==> src/hw/rrt_pkg.sv <==
package rrt_pkg;

	// Setpoint and measurement word width, millivolts
	localparam int VW = 16;
	// Duty word width, fraction of full scale
	localparam int DW = 12;

	// Clock and tick timing
	localparam int CLK_HZ          = 250_000_000;
	localparam int TICK_HZ         = 10_000;
	localparam int TICK_CYCLES     = CLK_HZ / TICK_HZ;
	// Tracking hysteresis in millivolts
	localparam logic [VW-1:0] TRACK_HYST_MV = 16'h0014;
	// Reset values
	localparam logic [VW-1:0] SETPOINT_RST  = 16'h0000;
	localparam logic [DW-1:0] DUTY_RST      = 12'h000;

	// Loop coefficient bank selection
	typedef enum logic [1:0] {
		RRT_BANK_RAMP,
		RRT_BANK_NORMAL,
		RRT_BANK_LIGHT
	} rrt_bank_t;

	// Response to a supply fault
	typedef enum logic [1:0] {
		RRT_FAULT_CONTINUE,
		RRT_FAULT_CONTINUE_DELAY,
		RRT_FAULT_SHUTDOWN
	} rrt_fault_act_t;

	// Per-rail ramp configuration
	typedef struct packed {
		logic [VW-1:0] target_mv;
		logic [15:0]   start_wait_time;
		logic [15:0]   start_ramp_time;
		logic [15:0]   stop_wait_time;
		logic [15:0]   stop_ramp_time;
		logic [DW-1:0] min_pulse_duty;
		logic [VW-1:0] min_pulse_mv;
		logic          sole_driver;
		logic [DW-1:0] prebias_gain;
		logic [DW-1:0] prebias_offset;
	} rrt_cfg_t;

	// Tracking configuration
	typedef struct packed {
		logic          enable;
		logic [1:0]    master_sel;
		logic [7:0]    ratio;
	} rrt_track_t;

	// Input supply supervision
	typedef struct packed {
		logic          below_stop;
		logic          below_fault;
		rrt_fault_act_t action;
	} rrt_supply_t;

	// Duty needed to hold a voltage: vout over vin, trimmed
	function automatic logic [DW-1:0] rrt_duty(
		input logic [VW-1:0] vout,
		input logic [VW-1:0] vin,
		input logic [DW-1:0] gain,
		input logic [DW-1:0] offset
	);
		logic [VW+DW-1:0] num;
		logic [VW+DW-1:0] q;
		logic [VW+2*DW-1:0] g;
		num = {vout, {DW{1'b0}}};
		q = (vin == '0) ? '0 : num / {{DW{1'b0}}, vin};
		g = (q * {{VW{1'b0}}, gain}) >> (DW - 1);
		g = g + {{(VW+DW){1'b0}}, offset};
		rrt_duty = (g > {{(VW+DW){1'b0}}, {DW{1'b1}}}) ? {DW{1'b1}} : g[DW-1:0];
	endfunction : rrt_duty

endpackage : rrt_pkg

==> src/hw/rrt_rail_ctrl.sv <==
// Function
// RQ1 - Load loop bank matching operating mode
// RQ2 - Wait start time, then ramp reference
// RQ3 - Outputs off until prebias and min pulse
// RQ4 - Sole driver: rectifier on until min-pulse voltage
// RQ5 - Shared rail: rectifier off at stop start
// RQ6 - Idle: outputs off, setpoint tracks sense
// RQ7 - Prebias duty from vout/vin, trimmed
// RQ8 - Delay enabling until duty exceeds minimum
// RQ9 - Step setpoint on fixed 10 kHz tick
// RQ10 - Regulation after wait plus ramp time
// RQ11 - Normal ramp slews at precomputed rate
// RQ12 - Saturation overrides ramp toward smaller error
// RQ13 - Supply stop level starts soft stop
// RQ14 - Supply fault applies configured action
// RQ15 - Tracking follows internal rail or external
// RQ16 - Above target: stop following, regulate
// RQ17 - Below target minus 20 mV: resume
// RQ18 - Tracking slew limited below saturation
// RQ19 - Foldback or saturation departs tracking
// RQ20 - Tracking enable and master per rail
// RQ21 - Ratio scales master voltage
// RQ22 - Stop wait then stop ramp time
// RQ23 - Host starts rail by pin or command
// RQ24 - Step equals span over ticks left
`timescale 1ns/1ps
`default_nettype none
module rrt_rail_ctrl
	import rrt_pkg::*;
#(
	parameter int TICK_DIV = TICK_CYCLES
)
(
	input  wire logic          clk_sys,
	input  wire logic          rst_n,
	input  wire logic          rail_on,
	input  wire rrt_pkg::rrt_cfg_t   cfg,
	input  wire rrt_pkg::rrt_track_t trk,
	input  wire rrt_pkg::rrt_supply_t supply,
	input  wire logic          light_load,
	input  wire logic          foldback,
	input  wire logic          sampler_sat,
	input  wire logic          sampler_sat_neg,
	input  wire logic [VW-1:0] sense_mv,
	input  wire logic [VW-1:0] vin_mv,
	input  wire logic [VW-1:0] ext_follow_mv,
	input  wire logic [VW-1:0] rail0_mv,
	input  wire logic [VW-1:0] rail1_mv,
	input  wire logic [VW-1:0] rail2_mv,
	input  wire logic [VW-1:0] track_slew_max,
	output logic      [VW-1:0] setpoint,
	output logic               pulse_width_outputs,
	output logic               rectifier_enable_out,
	output rrt_pkg::rrt_bank_t loop_coefficient_sets,
	output logic               in_regulation,
	output logic               idle
);
	typedef enum logic [2:0] {
		RRT_IDLE,
		RRT_START_WAIT,
		RRT_RAMP_UP,
		RRT_REGULATE,
		RRT_STOP_WAIT,
		RRT_RAMP_DOWN
	} rrt_state_t;

	rrt_state_t         state;
	rrt_state_t         next_state;
	logic [31:0]        tick_cnt;
	logic               tick;
	logic [15:0]        wait_cnt;
	logic [15:0]        ticks_left;
	logic               following;
	logic               shutdown;
	logic [VW-1:0]      step;

	wire [VW-1:0] master_mv;
	wire [VW+7:0] scaled_full;
	wire [VW-1:0] track_ref;
	wire [VW-1:0] goal;
	wire [VW-1:0] span;
	wire [DW-1:0] ramp_duty;
	wire          ramp_up;
	wire          ramp_dn;
	wire          drive_ok;
	wire          want_off;
	wire [VW-1:0] trk_delta;
	wire [VW-1:0] trk_step;

	// Ten kilohertz update enable from the system clock
	// RQ9 fixed tick rate
	always_ff @(posedge clk_sys or negedge rst_n)
	begin
		if (!rst_n)
		begin
			tick_cnt <= '0;
			tick     <= 1'b0;
		end
		else
		begin
			tick     <= (tick_cnt == 32'(TICK_DIV - 1));
			tick_cnt <= (tick_cnt == 32'(TICK_DIV - 1)) ? '0 : tick_cnt + 32'h1;
		end
	end

	// Master select and ratio scaling
	// RQ15 master select
	assign master_mv   = (trk.master_sel == 2'h0) ? ext_follow_mv :
	                     (trk.master_sel == 2'h1) ? rail0_mv :
	                     (trk.master_sel == 2'h2) ? rail1_mv : rail2_mv;
	// RQ21 ratio scaling
	assign scaled_full = ({8'h00, master_mv} * {{VW{1'b0}}, trk.ratio}) >> 7;
	assign track_ref   = (scaled_full > {8'h00, {VW{1'b1}}}) ? {VW{1'b1}}
	                                                         : scaled_full[VW-1:0];

	// Ramp goal and span; goal is SETPOINT_RST when ramping down, else target_mv
	assign ramp_up  = (state == RRT_RAMP_UP);
	assign ramp_dn  = (state == RRT_RAMP_DOWN);
	assign goal     = ramp_dn ? SETPOINT_RST : cfg.target_mv;
	assign span     = (goal > setpoint) ? goal - setpoint : setpoint - goal;

	// RQ7 prebias duty
	assign ramp_duty = rrt_duty(setpoint, vin_mv, cfg.prebias_gain, cfg.prebias_offset);
	// RQ3 prebias and minimum pulse
	// RQ8 postpone until duty ok
	assign drive_ok  = (setpoint >= sense_mv) && (ramp_duty > cfg.min_pulse_duty);

	// Tracking steps are clipped so the sampler stays in range
	// RQ18 tracking slew limit
	assign trk_delta = (track_ref > setpoint) ? track_ref - setpoint : setpoint - track_ref;
	assign trk_step  = (trk_delta > track_slew_max) ? track_slew_max : trk_delta;

	// RQ23 host request by pin or command
	// RQ13 supply stop level
	assign want_off = !rail_on || supply.below_stop;

	// RQ24 step from span and ticks left
	rrt_step_calc u_step (
		.clk_sys    (clk_sys),
		.rst_n      (rst_n),
		.span       (span),
		.ticks_left (ticks_left),
		.step       (step)
	);

	// Sequencer state
	always_comb
	begin
		next_state = state;
		case (state)
			RRT_IDLE:
				if (!want_off && !shutdown)
					next_state = RRT_START_WAIT;
			// RQ2 start wait
			RRT_START_WAIT:
				if (want_off)
					next_state = RRT_IDLE;
				else if (tick && wait_cnt == 16'h0)
					next_state = RRT_RAMP_UP;
			// RQ10 finish at wait plus ramp
			RRT_RAMP_UP:
				if (want_off)
					next_state = RRT_STOP_WAIT;
				else if (tick && ticks_left <= 16'h1 && !trk.enable)
					next_state = RRT_REGULATE;
				else if (tick && trk.enable && setpoint >= cfg.target_mv)
					next_state = RRT_REGULATE;
			RRT_REGULATE:
				if (want_off)
					next_state = RRT_STOP_WAIT;
			// RQ22 stop wait
			RRT_STOP_WAIT:
				if (!want_off)
					next_state = RRT_REGULATE;
				else if (tick && wait_cnt == 16'h0)
					next_state = RRT_RAMP_DOWN;
			RRT_RAMP_DOWN:
				if (tick && (ticks_left <= 16'h1 || setpoint == SETPOINT_RST))
					next_state = RRT_IDLE;
			default:
				next_state = RRT_IDLE;
		endcase
		// RQ14 immediate shutdown
		if (shutdown)
			next_state = RRT_IDLE;
	end

	// Supply fault action; shutdown latches until the request drops with the fault clear
	always_ff @(posedge clk_sys or negedge rst_n)
	begin
		if (!rst_n)
			shutdown <= 1'b0;
		// RQ14 configured action
		else if (supply.below_fault && supply.action == RRT_FAULT_SHUTDOWN)
			shutdown <= 1'b1;
		else if (!rail_on && !supply.below_fault)
			shutdown <= 1'b0;
	end

	// State, wait and tick counters
	always_ff @(posedge clk_sys or negedge rst_n)
	begin
		if (!rst_n)
		begin
			state      <= RRT_IDLE;
			wait_cnt   <= '0;
			ticks_left <= '0;
		end
		else
		begin
			state <= next_state;
			if (next_state == RRT_START_WAIT && state != RRT_START_WAIT)
				wait_cnt <= cfg.start_wait_time;
			else if (next_state == RRT_STOP_WAIT && state != RRT_STOP_WAIT)
				wait_cnt <= cfg.stop_wait_time;
			else if (tick && wait_cnt != 16'h0)
				wait_cnt <= wait_cnt - 16'h1;
			// RQ22 stop ramp time
			if (next_state == RRT_RAMP_UP && state != RRT_RAMP_UP)
				ticks_left <= cfg.start_ramp_time;
			else if (next_state == RRT_RAMP_DOWN && state != RRT_RAMP_DOWN)
				ticks_left <= cfg.stop_ramp_time;
			else if (tick && ticks_left != 16'h0)
				ticks_left <= ticks_left - 16'h1;
		end
	end

	// Tracking follow flag with hysteresis
	always_ff @(posedge clk_sys or negedge rst_n)
	begin
		if (!rst_n)
			following <= 1'b1;
		// RQ16 stop following above target
		else if (track_ref > cfg.target_mv)
			following <= 1'b0;
		// RQ17 resume below hysteresis
		else if (track_ref + TRACK_HYST_MV < cfg.target_mv)
			following <= 1'b1;
	end

	// Setpoint update; saturation recovery beats the scheduled step
	always_ff @(posedge clk_sys or negedge rst_n)
	begin
		if (!rst_n)
			setpoint <= SETPOINT_RST;
		else if (state == RRT_IDLE)
			// RQ6 setpoint follows sense
			setpoint <= sense_mv;
		else if (tick && (ramp_up || ramp_dn || state == RRT_REGULATE))
		begin
			// RQ12 saturation override
			// RQ19 depart on saturation
			if (sampler_sat)
				setpoint <= sampler_sat_neg ? setpoint - 16'h1 : setpoint + 16'h1;
			// RQ19 depart on foldback
			else if (foldback)
				setpoint <= setpoint;
			// RQ20 per-rail tracking enable
			else if (trk.enable && following && !ramp_dn)
				setpoint <= (track_ref > setpoint) ? setpoint + trk_step
				                                   : setpoint - trk_step;
			else if (trk.enable && !ramp_dn)
				setpoint <= cfg.target_mv;
			// RQ11 precomputed slew
			else if (ramp_up)
				setpoint <= (setpoint + step > goal) ? goal : setpoint + step;
			else if (ramp_dn)
				setpoint <= (step > setpoint) ? SETPOINT_RST : setpoint - step;
		end
	end

	// Drive outputs and bank selection
	always_ff @(posedge clk_sys or negedge rst_n)
	begin
		if (!rst_n)
		begin
			pulse_width_outputs   <= 1'b0;
			rectifier_enable_out  <= 1'b0;
			loop_coefficient_sets <= RRT_BANK_RAMP;
			in_regulation         <= 1'b0;
			idle                  <= 1'b1;
		end
		else
		begin
			idle          <= (next_state == RRT_IDLE);
			in_regulation <= (next_state == RRT_REGULATE);
			// RQ6 idle outputs off
			if (next_state == RRT_IDLE || next_state == RRT_START_WAIT)
			begin
				pulse_width_outputs  <= 1'b0;
				rectifier_enable_out <= 1'b0;
			end
			// RQ3 enable once drive ok
			else if (ramp_up && drive_ok)
			begin
				pulse_width_outputs  <= 1'b1;
				rectifier_enable_out <= 1'b1;
			end
			// RQ5 shared rail stop
			else if (ramp_dn && !cfg.sole_driver)
				rectifier_enable_out <= 1'b0;
			// RQ4 sole driver stop
			else if (ramp_dn && setpoint <= cfg.min_pulse_mv)
			begin
				rectifier_enable_out <= 1'b0;
				pulse_width_outputs  <= 1'b0;
			end
			// RQ1 bank per mode
			// Keyed on the state being entered so it moves with in_regulation
			if (next_state == RRT_RAMP_UP || next_state == RRT_RAMP_DOWN ||
				(trk.enable && following))
				loop_coefficient_sets <= RRT_BANK_RAMP;
			else if (light_load)
				loop_coefficient_sets <= RRT_BANK_LIGHT;
			else
				loop_coefficient_sets <= RRT_BANK_NORMAL;
		end
	end
endmodule : rrt_rail_ctrl
`default_nettype wire

==> src/hw/rrt_step_calc.sv <==
`timescale 1ns/1ps
`default_nettype none
// Registered ramp step: remaining span over remaining ticks
module rrt_step_calc
	import rrt_pkg::*;
(
	input  wire logic          clk_sys,
	input  wire logic          rst_n,
	input  wire logic [VW-1:0] span,
	input  wire logic [15:0]   ticks_left,
	output logic      [VW-1:0] step
);
	wire [VW-1:0] next_step;

	// Last tick takes the whole remainder so the ramp lands on time
	assign next_step = (ticks_left <= 16'h0001) ? span : VW'(span / ticks_left);

	// Registered to keep the divider off the ramp update path
	always_ff @(posedge clk_sys or negedge rst_n)
	begin
		if (!rst_n)
			step <= SETPOINT_RST;
		else
			step <= next_step;
	end
endmodule : rrt_step_calc
`default_nettype wire

==> config.mk <==
export PLATFORM = sky130hd
export DESIGN_NAME = rrt_rail_ctrl
export DESIGN_NICKNAME = d
export VERILOG_FILES = /design/src/hw/rrt_pkg.sv /design/src/hw/rrt_rail_ctrl.sv /design/src/hw/rrt_step_calc.sv
export SDC_FILE = /design/constraint.sdc
export NUM_CORES = 2
export LEC_CHECK = 0
export CELL_PAD_IN_SITES_DETAIL_PLACEMENT = 0
export CELL_PAD_IN_SITES_GLOBAL_PLACEMENT = 1
export CORE_MARGIN = 5
export CORE_UTILIZATION = 51
export CTS_BUF_LIST = sky130_fd_sc_hd__clkbuf_16
export DETAILED_ROUTE_END_ITERATION = 10
export DONT_BUFFER_PORTS = 1
export PLACE_DENSITY = 0.85
export SYNTH_ARGS = -nofsm -noshare
export SYNTH_HDL_FRONTEND = slang
export SYNTH_SLANG_ARGS = --single-unit
==> constraint.sdc <==
create_clock -name clk_sys -period 88.5 [get_ports clk_sys]
set_clock_uncertainty 0.05 [all_clocks]
set_input_delay 22.125 -clock clk_sys [delete_from_list [all_inputs] [get_ports clk_sys]]
set_output_delay 22.125 -clock clk_sys [all_outputs]
set_load 0.01 [all_outputs]
==> metrics.md <==
| Metric | Value |
|---|---|
| Outcome | `finished, violations left` |
| Failing checks | `setup timing` |
| First-pass detailed-route iteration total | `6` |
| Critical Path Fanout Max | `8` |
| Area grow syn2layout | `27.6%` |
| Relative slew slack | `16.5%` |
| DRT antenna net count | `0` |
| WL final | `around 190 mm` |
| Setup TNS | `-4.30 ns` |
| Period utilisation layout | `102%` |
| Most common cell after layout, fill and taps aside | `buf_4` |
| Mapped Area | `approximately 55000 um^2` |
| Largest stage delay on the critical path | `0.58 ns` |
| Avg Vias per Cell | `5.93` |
| CTS root buf | `clkbuf_16` |
| Final Net Count | `10000` |
| CP required | `88.71 ns` |
| Post-synth cell types | `119` |
| CP top delay family | `compound AO/OA/AOI/OAI gates` |
| 1st-iter DRT viols | `3923` |
| Max Cap Viol | `0` |
| Die H | `338 um` |
| Fin cells | `9973` |
| Ys async rst share | `100%` |
| Clk pin slew, worst setup/hold paths | `around 0.090 ns` |
| CP Buf/Inv Count | `26` |
| CTS Buf Count | `9` |
| Vias in the first global route | `58500` |
| Layout cell share with drive strength beyond 1 | `around 25%` |
| Maximum number of pins on one net before global-route repair | `about 110` |
| Total clock sinks | `108` |
| GR Util All Layers | `32.1%` |
| Seq cells post-synth | `108` |
| Slew @ Worst Pin | `around 1.3 ns` |
| Clock latency on the worst-skew pair | `0.38 ns` |
| Slowest-stage cell, CP | `fa_2` |
| DIE WIDTH | `338 um` |
| Port bufs | `0` |
| Unrepaired setup endpoints after global routing | `yes` |
| Final setup violation count | `2` |
| CTS tree | `built` |
| Post-route worst setup slack | `-2.15 ns` |
| Die area | `114000 um^2` |
| Critical Path End Type | `flip-flop` |
| Top achievable clock speed | `0.0110 GHz` |
| Sequential area share after synthesis | `4.92%` |
| IO Count | `289` |
| Commonest cells after routing, fill and taps aside | `buf_4 (1519), ha_1 (782), nand2_1 (752)` |
| Placed cells | `between 9000 and 10000` |
| Routed wire per std cell | `19.4 um` |
| Startpoint Class | `input port` |
| Site Rows | `120` |
| Crit Path Class | `in -> reg` |
| Post-synth EDFFs | `0` |
| Crit path DAT | `slightly above 90 ns` |
| Detailed-route DRC error count | `0` |
| Max-slew violations | `0` |
| Synthesized net count | `between 8000 and 9000` |
| First-pass GRT wire length | `306 mm` |
| Syn Area/Cell | `7.56 um^2` |
| Hold Crit Class | `reg -> reg` |
| Final core utilization | `between 60% and 70%` |
| Bufs on Longest Clock Path | `2` |
| Via count | `between 50000 and 60000` |
| Antenna violations before repair | `3` |
| Core Area | `107000 um^2` |
| H-tree Lvls | `3` |
| Post-synth top flop | `dfrtp_1` |
| Post-layout min period | `90.65 ns` |
| Fill count | `9352` |
| Most used cell, CP | `o21a_1` |
| Final Hold Vio Count | `0` |
| Ys Warns | `0` |
| HPWL Detailed | `154 mm` |
| Total gr overflow | `0` |
| Final Wtd Congestion | `0.979` |
| Mapped Cells | `7269` |
| Starting Density | `between 50% and 60%` |
cell families (layout without fill, tap and decap cells):
family,count (synthesis),in the layout,synth area share (%)
xor gates and xnor gates,408,408,6.53
AOI/OAI and AO/OA,1992,1994,24.2
DFF,108,108,4.92
other,0,3,0
buffers and inverters,935,2230,6.51
adders and majority gates,1185,1185,31.8
and+or+nand+nor,2437,2438,21.7
muxes,204,204,4.33
worst reg2reg max path: cells and delay by family (launching register included):
| kind | cells | cell delay, ns |
|---|---|---|
| AOI/OAI and AO/OA | 219 | 37.97 |
| and+or+nand+nor | 92 | 13.98 |
| adders and majority gates | 35 | 10.98 |
| buffers and inverters | 26 | 3.86 |
| muxes | 5 | 1.29 |
| DFF | 1 | 0.57 |
| xor gates and xnor gates | 3 | 0.41 |
path summary, 6_finish.rpt:
path,start,slack [ns],cells after the start,endpoint
max,vin_mv[13],-2.15,382,pulse_width_outputs
max in group asynchronous,rst_n,66.72,0,idle
min in group asynchronous,rst_n,21.40,0,wait_cnt[7]
min,tick_cnt[0],0.42,1,tick_cnt[0]
max reg2reg,setpoint[15],19.33,380,pulse_width_outputs
min reg2reg,tick_cnt[0],0.42,1,tick_cnt[0]
synth_stat cells, types with 38 or more instances:
cell        n  area share, %
ha_1      833             19
nand2_1   768            5.2
inv_1     665            4.5
a21oi_1   519            4.7
nor2_1    490            3.3
fa_1      352             13
o21ai_0   337            3.1
xnor2_1   260            4.1
a21o_1    235            3.2
nor3_1    234            2.1
clkbuf_1  226            1.5
o21a_1    200            2.7
xor2_1    146            2.3
and3_1    136            1.5
o31ai_1   135            1.8
nand2b_1  129            1.5
and2_1    124            1.4
nand3_1   123            1.1
mux2_2    109            2.2
dfrtp_1   106            4.8
nor2b_1   105            1.2
nand4_1    90            1.0
mux2i_1    79            1.4
o21bai_1   66           0.90
a211oi_1   64           0.87
or3_1      52           0.59
o211ai_1   51           0.70
or2_2      48           0.55
a31oi_1    38           0.43
timing repair:
item                       CTS  global route
hold buffers                 0             0
gates cloned                 7             0
pin swaps                  197           154
setup buffers              158            47
resized for setup          230            91
setup endpoints to repair    2             2
state kept, by name, indices dropped and copies added, names as in the netlist:
register / count
following: 1
idle: 1
in_regulation: 1
loop_coefficient_sets: 2
pulse_width_outputs: 1
rectifier_enable_out: 1
setpoint: 16
shutdown: 1
state: 3
tick: 1
tick_cnt: 32
ticks_left: 16
u_step.step: 16
wait_cnt: 16
layer usage:
layer / wire length (um) / GRT usage [%]
met2: 91300 / 55.3
met4: 8950 / 12.6
met1: 80800 / 40.9
met3: 12400 / 3.99
met5: 0 / 0
metrics by stage:
step	instance area, um^2	hold WS, ns	setup WS [ns]
6_report	70100	0.423	-2.15
3_5_place_dp	66600	0.413	-3.92
5_1_grt	70100	0.467	-5.64
3_3_place_gp	66600	0.400	-1.78
4_1_cts	69400	0.425	-0.959
2_1_floorplan	56200	0.383	-3.79
layout make-up:
class	count	area, um^2	area share, %
Timing Repair Buffer	1549	11900	16.9
Multi-Input combinational cell	6229	51000	72.7
Antenna cell	3	7.51	0.0107
Inverter	665	2500	3.57
Clock buffer	9	225	0.321
Clock inverter	7	93.8	0.134
Sequential cell	108	2710	3.86
Tap cell	1403	1760	2.50
Power is left out: the tool's default activity adds up to more than one toggle a clock period on the data nets, which glitch-free logic cannot reach.
